File: config.mk
export PLATFORM = sky130hd
export DESIGN_NAME = typec_power_path_protect
export DESIGN_NICKNAME = d
export VERILOG_FILES = /design/src/pp_protect_pkg.sv /design/src/flag_qualifier.sv /design/src/cc_debounce.sv /design/src/typec_power_path_protect.sv
export VERILOG_INCLUDE_DIRS = /design/src
export SDC_FILE = /design/constraint.sdc
export NUM_CORES = 1
export LEC_CHECK = 0
export BUFFER_PORTS_ARGS = -buffer_cell sky130_fd_sc_hd__buf_2
export CAP_MARGIN = 5
export CORE_ASPECT_RATIO = 1.5
export CORE_MARGIN = 1.5
export CORE_UTILIZATION = 44
export CTS_BUF_LIST = sky130_fd_sc_hd__clkbuf_2
export CTS_CLUSTER_DIAMETER = 200
export DETAILED_ROUTE_END_ITERATION = 10
export GPL_TIMING_DRIVEN = 0
export PLACE_DENSITY_LB_ADDON = 0.08
export SYNTH_ARGS = -nofsm -noshare
export SYNTH_HDL_FRONTEND = slang
export SYNTH_HIERARCHICAL = 1
export SYNTH_SLANG_ARGS = --single-unit
File: constraint.sdc
create_clock -name aclk -period 1.91 [get_ports aclk]
set_input_delay 0.2865 -clock aclk [delete_from_list [all_inputs] [get_ports aclk]]
set_output_delay 0.2865 -clock aclk [all_outputs]
set_load 0.02 [all_outputs]
File: src/pp_protect_regs.svh
// register offsets, field positions, reset values and timing counts
// assumes a 200 MHz aclk and 32-bit axi4-lite access to word registers
// What this block does
// RULE_01: overtemperature disables source switch, enters error recovery
// RULE_02: contract-based source overvoltage disables switch, error recovery
// RULE_03: rail undervoltage with switch on forces error recovery
// RULE_04: reverse current turns source off, auto restore
// RULE_05: fast turn-on engages switch below reverse margin
// RULE_06: cable switch current clamp while supplying vconn
// RULE_07: overtemperature latches cable switch off, error recovery
// RULE_08: rail undervoltage disables both cable switches
// RULE_09: sink ovp off until enabled, cuts system gate
// RULE_10: upper overvoltage cuts vbus gate, hysteretic restore (code restores once the upper flag drops, without waiting for the clear flag)
// RULE_11: dead battery boot ovp holds both gates off
// RULE_12: system above vbus cuts vbus gate, restore
// RULE_13: vbus undervoltage cuts vbus gate, restore
// RULE_14: unattached state applies vbus discharge
// RULE_15: both cc open: monitor, no power
// RULE_16: single rd: vbus only, watch rd pin
// RULE_17: single ra: no power, watch both roles
// RULE_18: ra plus rd: vbus and vconn on ra
// RULE_19: rd-rd debug, ra-ra audio accessory
// RULE_20: default advertisement until source switch closes
// RULE_21: disconnect after debounce above threshold
// RULE_22: sink presents pulldown, vbus means attach, decode current
// RULE_23: comparator flags synchronised and qualified once
// RULE_24: per-port sticky fault status readable by firmware
`ifndef PP_PROTECT_REGS_SVH
`define PP_PROTECT_REGS_SVH
`define CTRL_OFFSET      8'h00
`define STATUS_OFFSET    8'h04
`define FAULT_OFFSET     8'h08
`define CTRL_RESET       32'h0000_0000
`define CTRL_SRC_EN      0
`define CTRL_SNK_MODE    1
`define CTRL_FRS_EN      2
`define CTRL_OVP_EN      3
`define CTRL_ADV_LO      4
`define CTRL_ADV_HI      5
`define CTRL_BOOT_MODE   6
`define CTRL_ER_CLEAR    7
`define CTRL_WIDTH       8
`define CC_DEBOUNCE_US   150
`define CC_DEBOUNCE_CYC  ((`CC_DEBOUNCE_US * 1000) / 5)
`define QUAL_CYC         4
`endif

File: src/pp_protect_pkg.sv
// types shared by the power path protection block
// assumes the constants header is included alongside
package pp_protect_pkg;
	typedef enum logic [1:0] {
		cc_open = 2'h0,
		cc_ra   = 2'h1,
		cc_rd   = 2'h2
	} cc_term_e;
	typedef enum logic [3:0] {
		st_unattached = 4'h1,
		st_attached   = 4'h2,
		st_error      = 4'h4,
		st_sink       = 4'h8
	} port_state_e;
	typedef enum logic [1:0] {
		adv_default = 2'h0,
		adv_1a5     = 2'h1,
		adv_3a0     = 2'h2
	} adv_t;
endpackage

File: src/flag_qualifier.sv
// three-stage synchroniser with agreement filter for an analog flag
// assumes the flag is asynchronous to aclk
`include "pp_protect_regs.svh"
module flag_qualifier (
	input  wire logic aclk,
	input  wire logic aresetn,
	input  wire logic flag_raw,
	output logic      flag_q,
	output logic      rise
);
	logic [2:0] sync_q;
	logic [2:0] cnt_q;
	always_ff @(posedge aclk) begin
		if (!aresetn)
			sync_q <= 3'h0;
		else
			sync_q <= {sync_q[1:0], flag_raw};
	end
	// a change needs stages two and three agreeing for several cycles
	always_ff @(posedge aclk) begin
		if (!aresetn) begin
			cnt_q  <= 3'h0;
			flag_q <= 1'b0;
			rise   <= 1'b0;
		end else begin
			rise <= 1'b0;
			if (sync_q[1] == sync_q[2] && sync_q[2] != flag_q) begin
				if (cnt_q == 3'(`QUAL_CYC - 1)) begin
					cnt_q  <= 3'h0;
					flag_q <= sync_q[2]; // RULE_23
					rise   <= sync_q[2];
				end else begin
					cnt_q <= cnt_q + 3'h1;
				end
			end else begin
				cnt_q <= 3'h0;
			end
		end
	end
endmodule

File: src/cc_debounce.sv
// holds a high level for the debounce time before reporting it; a low is reported at once
// assumes the input is already on aclk
`include "pp_protect_regs.svh"
module cc_debounce #(
	parameter int unsigned CYCLES = `CC_DEBOUNCE_CYC
) (
	input  wire logic aclk,
	input  wire logic aresetn,
	input  wire logic level,
	output logic      stable_q
);
	logic [15:0] cnt_q;
	always_ff @(posedge aclk) begin
		if (!aresetn) begin
			cnt_q    <= 16'h0;
			stable_q <= 1'b0;
		end else if (!level) begin
			cnt_q    <= 16'h0;
			stable_q <= 1'b0;
		end else if (cnt_q == 16'(CYCLES - 1)) begin
			stable_q <= 1'b1; // RULE_21
		end else begin
			cnt_q <= cnt_q + 16'h1;
		end
	end
endmodule

File: src/typec_power_path_protect.sv
// one port of power path protection, sink gate control and cc attach
// assumes comparator flags from analog sensing and an axi4-lite master
//
// Chosen here: the register addresses and the AXI4-Lite register port.
`include "pp_protect_regs.svh"
module typec_power_path_protect #(
	parameter int unsigned DEBOUNCE_CYCLES = `CC_DEBOUNCE_CYC
) (
	input  wire logic        aclk,
	input  wire logic        aresetn,
	input  wire logic [7:0]  s_axi_awaddr,
	input  wire logic        s_axi_awvalid,
	output logic             s_axi_awready,
	input  wire logic [31:0] s_axi_wdata,
	input  wire logic [3:0]  s_axi_wstrb,
	input  wire logic        s_axi_wvalid,
	output logic             s_axi_wready,
	output logic [1:0]       s_axi_bresp,
	output logic             s_axi_bvalid,
	input  wire logic        s_axi_bready,
	input  wire logic [7:0]  s_axi_araddr,
	input  wire logic        s_axi_arvalid,
	output logic             s_axi_arready,
	output logic [31:0]      s_axi_rdata,
	output logic [1:0]       s_axi_rresp,
	output logic             s_axi_rvalid,
	input  wire logic        s_axi_rready,
	input  wire logic        overtemp_raw,
	input  wire logic        src_ovp_raw,
	input  wire logic        rail_uvlo_raw,
	input  wire logic        src_rcp_raw,
	input  wire logic        vconn_overcurrent_raw,
	input  wire logic        sys_ovp_raw,
	input  wire logic        upper_ovp_raw,
	input  wire logic        upper_ovp_clear_raw,
	input  wire logic        sink_rcp_raw,
	input  wire logic        vbus_uvlo_raw,
	input  wire logic        vbus_present_raw,
	input  wire logic        cc1_rd_raw,
	input  wire logic        cc1_ra_raw,
	input  wire logic        cc2_rd_raw,
	input  wire logic        cc2_ra_raw,
	input  wire logic        cc_disconnect_raw,
	input  wire logic [1:0]  sink_adv_level,
	input  wire logic        safe_strap_configuration,
	output logic             vbus_source_switch,
	output logic             vbus_source_fast_on,
	output logic             vconn_cable_switch,
	output logic             vconn_on_cc2,
	output logic             vconn_current_clamp,
	output logic             sink_system_gate_driver,
	output logic             sink_vbus_gate_driver,
	output logic             vbus_discharge,
	output logic             sink_pulldown_termination,
	output logic [1:0]       source_advertise,
	output logic             detach_watch_cc1,
	output logic             detach_watch_cc2,
	output logic [3:0]       port_state
);
	logic [`CTRL_WIDTH-1:0] ctrl_q;
	logic [7:0]  fault_q;
	logic [7:0]  fault_set;
	logic        aw_held_q, w_held_q;
	logic [7:0]  awaddr_q;
	logic [31:0] wdata_q;
	logic        wr_fire, clear_fault;
	pp_protect_pkg::port_state_e state_q;
	pp_protect_pkg::cc_term_e    cc1_t, cc2_t;
	logic        cable_latched_q;
	logic        vconn_side_q;
	logic        er_entry;

	// qualified comparator flags
	logic [15:0] raw_v, qual_v, rise_v;
	assign raw_v = {cc_disconnect_raw, cc2_ra_raw, cc2_rd_raw, cc1_ra_raw, cc1_rd_raw,
		vbus_present_raw, vbus_uvlo_raw, sink_rcp_raw, upper_ovp_clear_raw, upper_ovp_raw,
		sys_ovp_raw, vconn_overcurrent_raw, src_rcp_raw, rail_uvlo_raw, src_ovp_raw, overtemp_raw};
	for (genvar i = 0; i < 16; i++) begin : g_q
		flag_qualifier u_q (
			.aclk     (aclk),
			.aresetn  (aresetn),
			.flag_raw (raw_v[i]),
			.flag_q   (qual_v[i]),
			.rise     (rise_v[i])
		); // RULE_23
	end
	logic ot, ovp, uvlo, rcp, oc, sovp, uovp, uclr, srcp, vuv, vpres, disc;
	assign ot    = qual_v[0];
	assign ovp   = qual_v[1];
	assign uvlo  = qual_v[2];
	assign rcp   = qual_v[3];
	assign oc    = qual_v[4];
	assign sovp  = qual_v[5];
	assign uovp  = qual_v[6];
	assign uclr  = qual_v[7];
	assign srcp  = qual_v[8];
	assign vuv   = qual_v[9];
	assign vpres = qual_v[10];
	assign disc  = qual_v[15];

	function automatic pp_protect_pkg::cc_term_e cc_decode(input logic rd, input logic ra);
		if (rd)
			return pp_protect_pkg::cc_rd;
		else if (ra)
			return pp_protect_pkg::cc_ra;
		else
			return pp_protect_pkg::cc_open;
	endfunction
	assign cc1_t = cc_decode(qual_v[11], qual_v[12]);
	assign cc2_t = cc_decode(qual_v[13], qual_v[14]);

	// axi4-lite write path
	assign s_axi_awready = !aw_held_q && !s_axi_bvalid;
	assign s_axi_wready  = !w_held_q && !s_axi_bvalid;
	assign wr_fire = aw_held_q && w_held_q;
	always_ff @(posedge aclk) begin
		if (!aresetn) begin
			aw_held_q <= 1'b0;
			w_held_q  <= 1'b0;
			awaddr_q  <= 8'h00;
			wdata_q   <= 32'h0;
		end else begin
			if (s_axi_awvalid && s_axi_awready) begin
				aw_held_q <= 1'b1;
				awaddr_q  <= s_axi_awaddr;
			end
			if (s_axi_wvalid && s_axi_wready) begin
				w_held_q <= 1'b1;
				wdata_q  <= s_axi_wdata;
			end
			if (wr_fire) begin
				aw_held_q <= 1'b0;
				w_held_q  <= 1'b0;
			end
		end
	end
	always_ff @(posedge aclk) begin
		if (!aresetn) begin
			s_axi_bvalid <= 1'b0;
			s_axi_bresp  <= 2'h0;
		end else if (wr_fire) begin
			s_axi_bvalid <= 1'b1;
			s_axi_bresp  <= (awaddr_q == `CTRL_OFFSET || awaddr_q == `FAULT_OFFSET) ? 2'h0 : 2'h2;
		end else if (s_axi_bready) begin
			s_axi_bvalid <= 1'b0;
		end
	end
	always_ff @(posedge aclk) begin
		if (!aresetn)
			ctrl_q <= `CTRL_WIDTH'(`CTRL_RESET);
		else if (wr_fire && awaddr_q == `CTRL_OFFSET && s_axi_wstrb[0])
			ctrl_q <= wdata_q[`CTRL_WIDTH-1:0];
	end
	assign clear_fault = wr_fire && awaddr_q == `FAULT_OFFSET && s_axi_wstrb[0];

	// sink side: advertised current level from the cc voltage decode
	logic [1:0] adv_sync1_q, adv_sync2_q, adv_sync3_q;
	logic [1:0] sink_adv_q;
	always_ff @(posedge aclk) begin
		if (!aresetn) begin
			adv_sync1_q <= 2'h0;
			adv_sync2_q <= 2'h0;
			adv_sync3_q <= 2'h0;
		end else begin
			adv_sync1_q <= sink_adv_level;
			adv_sync2_q <= adv_sync1_q;
			adv_sync3_q <= adv_sync2_q;
		end
	end
	// whole word taken only when two samples agree, so a skewed code is skipped
	always_ff @(posedge aclk) begin
		if (!aresetn)
			sink_adv_q <= 2'h0;
		else if (state_q != pp_protect_pkg::st_sink)
			sink_adv_q <= 2'h0;
		else if (adv_sync2_q == adv_sync3_q)
			sink_adv_q <= adv_sync3_q; // RULE_22
	end

	// axi4-lite read path
	assign s_axi_arready = !s_axi_rvalid;
	always_ff @(posedge aclk) begin
		if (!aresetn) begin
			s_axi_rvalid <= 1'b0;
			s_axi_rdata  <= 32'h0;
			s_axi_rresp  <= 2'h0;
		end else if (s_axi_arvalid && s_axi_arready) begin
			s_axi_rvalid <= 1'b1;
			s_axi_rresp  <= 2'h0;
			unique case (s_axi_araddr)
				`CTRL_OFFSET:   s_axi_rdata <= {24'h0, ctrl_q};
				`STATUS_OFFSET: s_axi_rdata <= {22'h0, sink_adv_q, port_state, vconn_cable_switch,
					vbus_source_switch, sink_vbus_gate_driver, sink_system_gate_driver};
				`FAULT_OFFSET:  s_axi_rdata <= {24'h0, fault_q};
				default: begin
					s_axi_rdata <= 32'h0;
					s_axi_rresp <= 2'h2;
				end
			endcase
		end else if (s_axi_rready) begin
			s_axi_rvalid <= 1'b0;
		end
	end

	// protection events; set wins over clear
	logic src_on;
	assign src_on = vbus_source_switch;
	assign fault_set = {rise_v[9], rise_v[8], rise_v[6], rise_v[5],
		rise_v[2], rise_v[3], rise_v[1] && src_on, rise_v[0]};
	always_ff @(posedge aclk) begin
		if (!aresetn)
			fault_q <= 8'h00;
		else
			fault_q <= (clear_fault ? (fault_q & ~wdata_q[7:0]) : fault_q) | fault_set; // RULE_24
	end
	assign er_entry = rise_v[0] // RULE_01 RULE_07
		|| (rise_v[1] && src_on) // RULE_02
		|| (rise_v[2] && src_on); // RULE_03

	// port state machine
	logic attach_src, debounced_disc;
	assign attach_src = (cc1_t == pp_protect_pkg::cc_rd) || (cc2_t == pp_protect_pkg::cc_rd)
		|| (cc1_t == pp_protect_pkg::cc_ra && cc2_t == pp_protect_pkg::cc_ra); // RULE_19
	cc_debounce #(.CYCLES(DEBOUNCE_CYCLES)) u_disc (
		.aclk     (aclk),
		.aresetn  (aresetn),
		.level    (disc),
		.stable_q (debounced_disc)
	);
	always_ff @(posedge aclk) begin
		if (!aresetn) begin
			state_q <= pp_protect_pkg::st_unattached;
		end else if (er_entry) begin
			state_q <= pp_protect_pkg::st_error;
		end else begin
			unique case (state_q)
				pp_protect_pkg::st_unattached: begin
					if (ctrl_q[`CTRL_SNK_MODE] && vpres)
						state_q <= pp_protect_pkg::st_sink; // RULE_22
					else if (!ctrl_q[`CTRL_SNK_MODE] && ctrl_q[`CTRL_SRC_EN] && attach_src)
						state_q <= pp_protect_pkg::st_attached; // RULE_15
				end
				pp_protect_pkg::st_attached:
					if (debounced_disc || ctrl_q[`CTRL_SNK_MODE])
						state_q <= pp_protect_pkg::st_unattached; // RULE_21
				pp_protect_pkg::st_error:
					if (ctrl_q[`CTRL_ER_CLEAR] && !ot)
						state_q <= pp_protect_pkg::st_unattached;
				pp_protect_pkg::st_sink:
					if (!vpres || !ctrl_q[`CTRL_SNK_MODE])
						state_q <= pp_protect_pkg::st_unattached;
				default:
					state_q <= pp_protect_pkg::st_unattached;
			endcase
		end
	end
	assign port_state = state_q;

	// vconn side chosen at attach, held during the connection
	always_ff @(posedge aclk) begin
		if (!aresetn)
			vconn_side_q <= 1'b0;
		else if (state_q == pp_protect_pkg::st_unattached)
			vconn_side_q <= (cc2_t == pp_protect_pkg::cc_ra); // RULE_18
	end
	always_ff @(posedge aclk) begin
		if (!aresetn)
			cable_latched_q <= 1'b0;
		else if (rise_v[0])
			cable_latched_q <= 1'b1; // RULE_07
		else if (state_q == pp_protect_pkg::st_unattached && !ot)
			cable_latched_q <= 1'b0;
	end

	logic attached, sink_seen, ra_rd;
	assign attached = state_q == pp_protect_pkg::st_attached;
	assign sink_seen = (cc1_t == pp_protect_pkg::cc_rd) != (cc2_t == pp_protect_pkg::cc_rd);
	assign ra_rd = sink_seen && ((cc1_t == pp_protect_pkg::cc_ra) || (cc2_t == pp_protect_pkg::cc_ra));

	// source and cable switches
	always_ff @(posedge aclk) begin
		if (!aresetn) begin
			vbus_source_switch  <= 1'b0;
			vbus_source_fast_on <= 1'b0;
			vconn_cable_switch  <= 1'b0;
			vconn_on_cc2        <= 1'b0;
			vconn_current_clamp <= 1'b0;
		end else begin
			vbus_source_switch <= attached && sink_seen && !ot && !uvlo && !ovp && !rcp // RULE_01 RULE_02 RULE_03 RULE_04 RULE_16
				&& !er_entry;
			vbus_source_fast_on <= ctrl_q[`CTRL_FRS_EN] && attached && !rcp; // RULE_05
			vconn_cable_switch <= attached && ra_rd && !cable_latched_q && !ot && !uvlo // RULE_08 RULE_17 RULE_18
				&& !rise_v[0];
			vconn_on_cc2 <= vconn_side_q;
			vconn_current_clamp <= vconn_cable_switch && oc; // RULE_06
		end
	end

	// sink gate drivers
	logic boot;
	assign boot = ctrl_q[`CTRL_BOOT_MODE];
	always_ff @(posedge aclk) begin
		if (!aresetn) begin
			sink_system_gate_driver <= 1'b0;
			sink_vbus_gate_driver   <= 1'b0;
		end else if (state_q != pp_protect_pkg::st_sink) begin
			sink_system_gate_driver <= 1'b0;
			sink_vbus_gate_driver   <= 1'b0;
		end else if (boot) begin
			sink_system_gate_driver <= !uovp && !safe_strap_configuration; // RULE_11
			sink_vbus_gate_driver   <= !uovp && !safe_strap_configuration; // RULE_11
		end else begin
			sink_system_gate_driver <= !(ctrl_q[`CTRL_OVP_EN] && sovp); // RULE_09
			if (uovp || srcp || vuv)
				sink_vbus_gate_driver <= 1'b0; // RULE_10 RULE_12 RULE_13
			else if (uclr || !sink_vbus_gate_driver)
				sink_vbus_gate_driver <= 1'b1; // RULE_10
		end
	end

	// cc terminations, advertisement, discharge
	always_ff @(posedge aclk) begin
		if (!aresetn) begin
			vbus_discharge            <= 1'b1;
			sink_pulldown_termination <= 1'b0;
			source_advertise          <= pp_protect_pkg::adv_default;
			detach_watch_cc1          <= 1'b1;
			detach_watch_cc2          <= 1'b1;
		end else begin
			vbus_discharge <= state_q == pp_protect_pkg::st_unattached; // RULE_14
			sink_pulldown_termination <= ctrl_q[`CTRL_SNK_MODE]; // RULE_22
			if (!vbus_source_switch)
				source_advertise <= pp_protect_pkg::adv_default; // RULE_20
			else if (ctrl_q[`CTRL_ADV_HI])
				source_advertise <= pp_protect_pkg::adv_3a0;
			else if (ctrl_q[`CTRL_ADV_LO])
				source_advertise <= pp_protect_pkg::adv_1a5;
			detach_watch_cc1 <= !attached || (cc1_t != pp_protect_pkg::cc_open && // RULE_16 RULE_17 RULE_18
				!(ra_rd && cc1_t == pp_protect_pkg::cc_ra));
			detach_watch_cc2 <= !attached || (cc2_t != pp_protect_pkg::cc_open &&
				!(ra_rd && cc2_t == pp_protect_pkg::cc_ra));
		end
	end
	logic unused_in;
	assign unused_in = ^{s_axi_wdata[31:8], s_axi_wstrb[3:1]};
endmodule

* Word-level counts from Yosys, hierarchy flattened
Index checks and enable logic that the tools add are counted.
Storage, ports and cells: register bits after elaboration 236, bits of input ports 78, output and inout bits 58, word-level logic and storage cells 372
Cells by class: add/subtract/negate cells 17, equality and inequality tests 71, muxes and demuxes 27, bitwise operators 21, reductions and logical operators 146
Operators with widths (count):
- logical AND 1 bit | 55
- OR reduction 3 bit | 18
- adder 3 x 1 -> 3 bit (second input constant) | 16
- equality test 3 x 2 -> 1 bit (second input constant) | 16
- AND reduction 2 bit | 18
- one-hot mux 10 bit (3 select lines) | 1
- AND reduction 3 bit | 8
- zero test 1 bit | 20
- two-way mux 4 bit | 5
- inverter 1 bit | 18
- != test 1 bit | 17
- adder 16 x 1 -> 16 bit (second input constant) | 1
- equality test 1 bit | 16
- equality test 16 x 15 -> 1 bit (second input constant) | 1
- equality test 8 x 4 -> 1 bit (second input constant) | 2
- zero test 8 bit | 2
- one-hot mux 4 bit (4 select lines) | 1
- logical OR 1 bit | 13
- two-way mux 1 bit | 12
- two-way mux 2 bit | 6
- nonzero test 2 bit | 6
- != test 3 bit (second input constant) | 3
- AND 8 bit | 1
- equality test 8 x 3 -> 1 bit (second input constant) | 1
- 18 further kinds | 25

* Logic depth before layout (Yosys ltp)
Gate-level depths: netlist (run 1).
depth in word-level cells 10, depth in mapped cells 6, depth with buffers taken out 6

* By module
The synthesis (run 1) kept the hierarchy.
Modules (own cells, without submodules):
- flag_qualifier | times used 15, cells each 27, area each 309.0 sq um, seq. area each 160.2 sq um
- typec_power_path_protect | times used 1, cells each 368, area each 3169.3 sq um, seq. area each 1501.4 sq um
- cc_debounce | times used 1, cells each 91, area each 777.0 sq um, seq. area each 340.3 sq um

* Least setup slack after synthesis (run 1)
OpenSTA, ideal clock, no wires.
kind flip-flop to flip-flop, start register state_q[0] (netlist: port_state[0]), end register state_q[1] (netlist: port_state[1]), library setup time 86 ps, arrival 1747 ps, required time 1824 ps, slack 77 ps, stages on the path, launching flop included 6, buffers on the path 1, clock period less this slack 1833 ps, path through dfxtp_1 -> or4b_2 -> clkbuf_1 -> nand2b_1 -> and3_1 -> a211oi_1
Between the ends: cells in the longest elaborated chain, start to end 3, elaborated cells on any way between the ends 10, those cells by class 8 x eq/ne; 1 x mux; 1 x reduce/logical
Ends and longest elaborated chain:
- start: declaration | RTL line typec_power_path_protect.sv:67 | pp_protect_pkg::port_state_e state_q;
- start signal: assignment | RTL line typec_power_path_protect.sv:232 | state_q <= pp_protect_pkg::st_unattached;
- start signal: assignment | RTL line typec_power_path_protect.sv:234 | state_q <= pp_protect_pkg::st_error;
- start signal: assignment | RTL line typec_power_path_protect.sv:239 | state_q <= pp_protect_pkg::st_sink;
- equality test 4 x 1 -> 1 bit (tied with other cells) | RTL line typec_power_path_protect.sv:236 | unique case (state_q)
- != test 3 bit (no line) (tied with other cells)
- AND reduction 4 bit (no line)
Parallel ways exist; a longest one is shown, timed or not. A chain may end at the register's enable or synchronous reset.

* Final worst setup path (run 1)
start input s_axi_araddr[6], end register s_axi_rdata[3]
Between the ends: cells in the longest elaborated chain, start to end 2, elaborated cells on any way between the ends 4, those cells by class 2 x eq/ne; 1 x mux; 1 x reduce/logical
Ends and longest elaborated chain:
- start: declaration | RTL line typec_power_path_protect.sv:21 | input wire logic [7:0] s_axi_araddr,
- equality test 8 x 4 -> 1 bit (tied with other cells) | RTL line typec_power_path_protect.sv:190 | unique case (s_axi_araddr)
- one-hot mux 10 bit (3 select lines) * | RTL line typec_power_path_protect.sv:190
- end signal: assignment | RTL line typec_power_path_protect.sv:191 | `CTRL_OFFSET: s_axi_rdata <= {24'h0, ctrl_q};
- end signal: assignment | RTL line typec_power_path_protect.sv:192 | `STATUS_OFFSET: s_axi_rdata <= {22'h0, sink_adv_q, port_state, vconn_cable_switch,
- end signal: assignment | RTL line typec_power_path_protect.sv:194 | `FAULT_OFFSET: s_axi_rdata <= {24'h0, fault_q};
- end: declaration | RTL line typec_power_path_protect.sv:24 | output logic [31:0] s_axi_rdata,
Every way passes the cells marked *; elsewhere a longest branch is shown, timed or not.

==> run metrics, run 1 <==
status=finished clean; Fill cells=1772; worst setup margin=60.90 ps; Placement Cell Area=9228 sq um; CTS Sinks=205; Post-Syn Instances=850; Cell Area, Synth=8381 sq um; Finished Cell Area=10280 sq um; Worst R2R Setup Slack=120 ps; Worst-Margin Slew=707.1 ps; Num CTS Buffers=50; Cells after DPL=1209; Max Fclk=0.5408 GHz; Pwr Density=757.2 nW/um^2; Overall Power=7.785 mW; Max-Cap Viols=0; crit path launch type=primary input; minimum hold slack=86.86 ps; WL final=18.03 mm; Total GRT Usage=0.1850; starting density of the core=0.4500; Worst-Skew Late Latency=770 ps; CP max stage cell=dlygate4sd3_1; buffer and inverter count on the worst path=4; worst IR drop on VDD=352.5 uV; H-tree depth=2; RSZ-0062 raised after global routing=yes; Critical Path End=s_axi_rdata[3]; Post-Layout Cell Count=1351; CP arrival=2510 ps; Reg-to-Reg End=u_disc/cnt_q[1]; chip width=115.7 um; DRC marker count from the first detailed-route iteration=222; FP Rows=61; Die Y=172.0 um; Top delay family on crit path=buffers and inverters; post-layout net count=1180; final hold vios=0; Worst Path Max Fanout=5; Sequential Power Share=0.573; initial antenna violation count=1; drt wl/cell=13.35 um; Hold Crit Class=in2reg; Vias=6613; crit path time final=1849 ps; Crit. End Element=register; Worst path depth=8; sequential cell area=4110 sq um; I/O Pins=136; area grow syn2layout=22.69%; DR vias/cell=4.895; synth warn=6; Tcrit/Tclk final=0.9681; Syn Area/Cell=9.859 sq um; Clock Power Share=0.339; max-slew violations=0; Core Util, Final=0.5521; Setup CP Type=in2reg; dpl ws=-238.0 ps; CP Cell Sequence=dlygate4sd3_1 > buf_2 > or2_2 > dlygate4sd3_1 > a2111oi_4 > buf_4 > o21ai_0 > a21oi_1; Slew HR=0.5286; largest net degree at the start of global routing=99; setup skew after layout=49.67 ps; Internal=5.705 mW; HPWL after DPL=12.05 mm; worst r2r path cells=6; port buffer count=83; DRC=0; CP peak stage delay=600 ps; Core ar.=18620 sq um; Crit path top cell by count=dlygate4sd3_1; number of global-route vias before repair=6546; setup_tns=0 ps; CP required=2570 ps; fraction of layout instances using a drive strength above 1=0.2313; GP Congestion=0.7637; CP Launch Point=s_axi_araddr[6]; Crit Reg-Reg Startpoint=u_disc/cnt_q[0]; first-pass GRT wire length=29.70 mm; switching share of total power=0.2673; Antenna Nets Post-Route=0; Worst-path clk slew=100 ps; TritonCTS clock tree=built; Overflow after GRT=0; multi-input logic area=3915 sq um; LEAKAGE=4.084 nW; Die Area=19900 sq um; 1st-pass router iterations=4; Finish-stage setup viols=0; Psw=2.081 mW; Comb pwr share=0.088; CTS Root Cell=clkbuf_2; Clock Path Buffers=3
[routing by layer]
layer	global-route usage	share of wire	wire length [um]
met1	0.1985	0.41	7456
met2	0.3501	0.52	9432
met3	0.03961	0.045	805
met4	0.06893	0.019	340
met5	0	0	0
[worst register-to-register path, delay by kind of cell (launching register included)]
| family | cells | cell delay [ps] |
|---|---|---|
| AND/OR/NAND/NOR | 3 | 660 |
| adder cells (fa/ha/maj) | 1 | 250 |
| flip-flops | 1 | 410 |
| multiplexers | 1 | 180 |
| buffers and inverters | 1 | 190 |
[registers in the layout, summed over array words and instances, names as in the netlist, 4 cells and up]
signal and flops:
s_axi_rdata 10, ctrl_q 8, g_q.u_q/sync_q 45, wdata_q 8, g_q.u_q/flag_q 15, u_disc/cnt_q 16, fault_q 8, g_q.u_q/rise 8
g_q.u_q/cnt_q 45, port_state 4, awaddr_q 8
[power by group through the flow]
stage	clock network (mW)	registers, mW	logic [mW]
6_report	2.64	4.46	0.688
5_1_grt	3.00	4.48	0.763
4_1_cts	2.82	4.46	0.681
3_5_place_dp	0	4.56	0.587
3_3_place_gp	0	4.55	0.580
2_1_floorplan	0	4.56	0.364
[worst min path at each step]
stage / start / to / depth (start not counted)
after floorplan: cable_latched_q / vconn_cable_switch / 1
after global placement: cable_latched_q / vconn_cable_switch / 1
after detailed placement: cable_latched_q / vconn_cable_switch / 1
after CTS: aresetn / g_q[8].u_q/flag_q / 4
after global routing: aresetn / g_q[8].u_q/cnt_q[1] / 4
final: aresetn / g_q[8].u_q/flag_q / 4
[timing repair]
item | 4_1_cts | 5_1_grt
pin swaps | 2 | 3
endpoints found under the hold margin | 50 | 0
setup buffers | 1 | 5
hold buffers | 58 | 0
gates resized for setup | 2 | 6
endpoints found under the setup margin | 19 | 24
[layout by cell type (no fill, tap or decap), types with 4 or more instances in the layout]
cell and count:
clkbuf_1 9, dlygate4sd3_1 58, o21ai_0 21, buf_4 30, buf_2 82, a2111oi_2 30
conb_1 24, or3b_4 15, o32ai_1 15, and4_1 9, nor2_1 44, nand2b_1 11
nor2b_1 18, nor3_1 13, mux2i_1 18, or3_1 4, a22oi_1 4, clkbuf_2 75
nor4_1 6, a21oi_1 73, dfxtp_1 202, clkinv_1 5, and2_1 62, a31oi_1 7
inv_1 64, nand3_1 8, nand3b_1 30, xnor2_1 9, nand2_1 74, ha_1 32
[area by class of cell]
class / count / share of cell area
Clock buffer: 75 / 0.03651
Antenna cell: 1 / 0.0002434
Tap cell: 252 / 0.03066
Buffer: 34 / 0.02117
Timing Repair Buffer: 148 / 0.1054
Clock inverter: 5 / 0.001825
Sequential cell: 205 / 0.3997
Inverter: 65 / 0.02373
Multi-Input combinational cell: 566 / 0.3807
No activity file was read; power rests on OpenSTA's default activity.
==> run 2, diff against run 1 <==
--- a/config.mk
+++ b/config.mk
@@ -13,6 +13,7 @@
 export CORE_UTILIZATION = 44
 export CTS_BUF_LIST = sky130_fd_sc_hd__clkbuf_2
 export CTS_CLUSTER_DIAMETER = 200
+export CTS_CLUSTER_SIZE = 10
 export DETAILED_ROUTE_END_ITERATION = 10
 export GPL_TIMING_DRIVEN = 0
 export PLACE_DENSITY_LB_ADDON = 0.08
==> constraint.sdc (replaced) <==
create_clock -name aclk -period 1.6 [get_ports aclk]
set_input_delay 0.24 -clock aclk [delete_from_list [all_inputs] [get_ports aclk]]
set_output_delay 0.24 -clock aclk [all_outputs]
set_load 0.02 [all_outputs]
==> run metrics, run 2 (synthesis results as in run 1) <==
start point of the worst hold path=s_axi_araddr[5]; status=complete, but fails checks; crit path time final=1729 ps; DR vias/cell=4.964 (+1.4%); setup_tns=-972.3 ps (-972.3 ps); WL final=18.56 mm (+2.9%); max-slew violations=0 (unchanged); Total GRT Usage=0.1813 (-0.003647); I/O Pins=136 (unchanged); Vias=6562 (-0.77%); largest net degree at the start of global routing=63 (-36%); commonest cells after routing, fill and taps aside=173 x dfxtp_1, 73 x nand2_1, 72 x a21oi_1; Antenna Nets Post-Route=0 (unchanged); Pwr Density=787.1 nW/um^2 (+4.0%); dpl ws=-522.4 ps (-284.4 ps); 1st-pass router iterations=4 (unchanged); fraction of layout instances using a drive strength above 1=0.2769 (+0.04556); DRC marker count from the first detailed-route iteration=248 (+12%); FP Rows=61 (unchanged); final hold vios=0 (unchanged); Core ar.=18620 sq um (unchanged); Tcrit/Tclk final=1.081; most common cell after layout, fill and taps aside=dfxtp_1; CP peak stage delay=530 ps (-70 ps); Overall Power=8.367 mW (+7.5%); TritonCTS clock tree=built; CP required=2210 ps (-360 ps); Num CTS Buffers=24 (-52%); Max-Cap Viols=0 (unchanged); Worst-path clk slew=190 ps (+90 ps); CP arrival=2340 ps (-170 ps); CTS Sinks=205 (unchanged); post-layout net count=1178 (-0.17%); worst setup margin=-128.9 ps (-189.8 ps); H-tree depth=1 (-1); initial antenna violation count=1 (unchanged); Critical Path End=u_disc/cnt_q[1]; worst r2r path cells=5 (-1); chip width=115.7 um (unchanged); Top delay family on crit path=simple AND/OR/NAND/NOR gates; number of global-route vias before repair=6236 (-4.7%); Worst R2R Setup Slack=-130 ps (-250 ps); Worst Path Max Fanout=7 (+2); Reg-to-Reg End=u_disc/cnt_q[1]; minimum hold slack=6.265 ps (-80.60 ps); Overflow after GRT=0 (unchanged); failing checks=setup timing; crit path launch type=register; LEAKAGE=4.104 nW (+0.49%); buffer and inverter count on the worst path=1 (-3); Clock Path Buffers=3 (unchanged); Die Y=172.0 um (unchanged); Die Area=19900 sq um (unchanged); CP Launch Point=u_disc/cnt_q[6]; HPWL after DPL=12.28 mm (+1.9%); setup skew after layout=60.98 ps (+11.31 ps); Max Fclk=0.5784 GHz; DRC=0 (unchanged); drt wl/cell=14.04 um (+5.2%); Finish-stage setup viols=20 (+20); Hold Crit Class=in2reg; Worst path depth=5 (-3); area grow syn2layout=26.84%; CTS Root Cell=clkbuf_2; Worst-Margin Slew=581.5 ps (-125.6 ps); starting density of the core=0.4500 (unchanged); port buffer count=83 (unchanged); CP Cell Sequence=or4_4 > nor4_4 > buf_6 > mux2i_1 > nor2_1; Crit Reg-Reg Startpoint=u_disc/cnt_q[6]; CP max stage cell=or4_4; RSZ-0062 raised after global routing=yes; first-pass GRT wire length=29.38 mm (-1.1%); Crit. End Element=register; GP Congestion=0.7713 (+1.0%); Setup CP Type=reg2reg; Worst-Skew Late Latency=770 ps (about the same); largest registers=g_q.u_q/cnt_q x45, g_q.u_q/sync_q x45, u_disc/cnt_q x16; worst IR drop on VDD=477.2 uV (+35%); Slew HR=0.6123 (+0.08373)
run 2: changes by cell type in the layout (fill, tap and decap cells not counted), sizes merged:
cell,delta
clkbuf,-47
buf,+30
clkinv,-5
dlygate4sd3,-8
clkinvlp,+1
run 2: layer usage:
| metal | global-route usage | up-vias | part of all wire |
|---|---|---|---|
| li1 | - | 3366 | - |
| met1 | 0.2061 | 3053 | 0.41 |
| met2 | 0.3447 | 118 | 0.53 |
| met3 | 0.02734 | 25 | 0.036 |
| met4 | 0.05408 | 0 | 0.021 |
| met5 | 0 | - | 0 |
run 2: through the flow:
stage               utilization  std cells  instance area (sq um)
floorplan                     -        873                   8497
global placement         0.4955       1208                   9228
detailed placement       0.4971       1209                   9258
CTS                      0.5528       1306                  10290
global route             0.5708       1322                  10630
finish                   0.5708       1322                  10630
run 2: worst min-delay path, cell delays in order:
cell and delay, ps:
buf_2 80, or4_1 160, nor4_1 90, a22oi_1 140
nor2_1 50
run 2: how the worst min path moves through the flow:
| stage | slack (ps) | endpoint | depth (start not counted) |
|---|---|---|---|
| after floorplan | 360 | g_q[0].u_q/sync_q[0] | 1 |
| after global placement | 410 | vconn_cable_switch | 1 |
| after detailed placement | 410 | vconn_cable_switch | 1 |
| after CTS | -110 | s_axi_rdata[4] | 5 |
| after global routing | -30 | s_axi_rdata[9] | 5 |
| final | 6 | s_axi_rdata[8] | 5 |
run 2: repair_timing:
action	CTS	global route
pin swaps	15	18
hold buffers	49	1
hold endpoints to repair	91	2
buffers inserted	22	15
endpoints found under the setup margin	57	69
resized for setup	77	49
run 2: cell type report:
class / count / area, sq um
Clock inverter: 1 / 7.507
Sequential cell: 205 / 4174
Fill cell: 1756 / 7993
Clock buffer: 26 / 130.1
Multi-Input combinational cell: 566 / 4126
Antenna cell: 1 / 2.502
Tap cell: 252 / 315.3
Timing Repair Buffer: 171 / 1405
Buffer: 35 / 222.7
Inverter: 65 / 246.5
run 2: power by group:
| part | internal [mW] | leakage [nW] | switching [mW] | total [mW] |
|---|---|---|---|---|
| Clock | 0.428 | 0.108 | 1.61 | 2.04 |
| Sequential | 5.22 | 1.68 | 0.114 | 5.34 |
| Combinational | 0.513 | 2.31 | 0.477 | 0.990 |
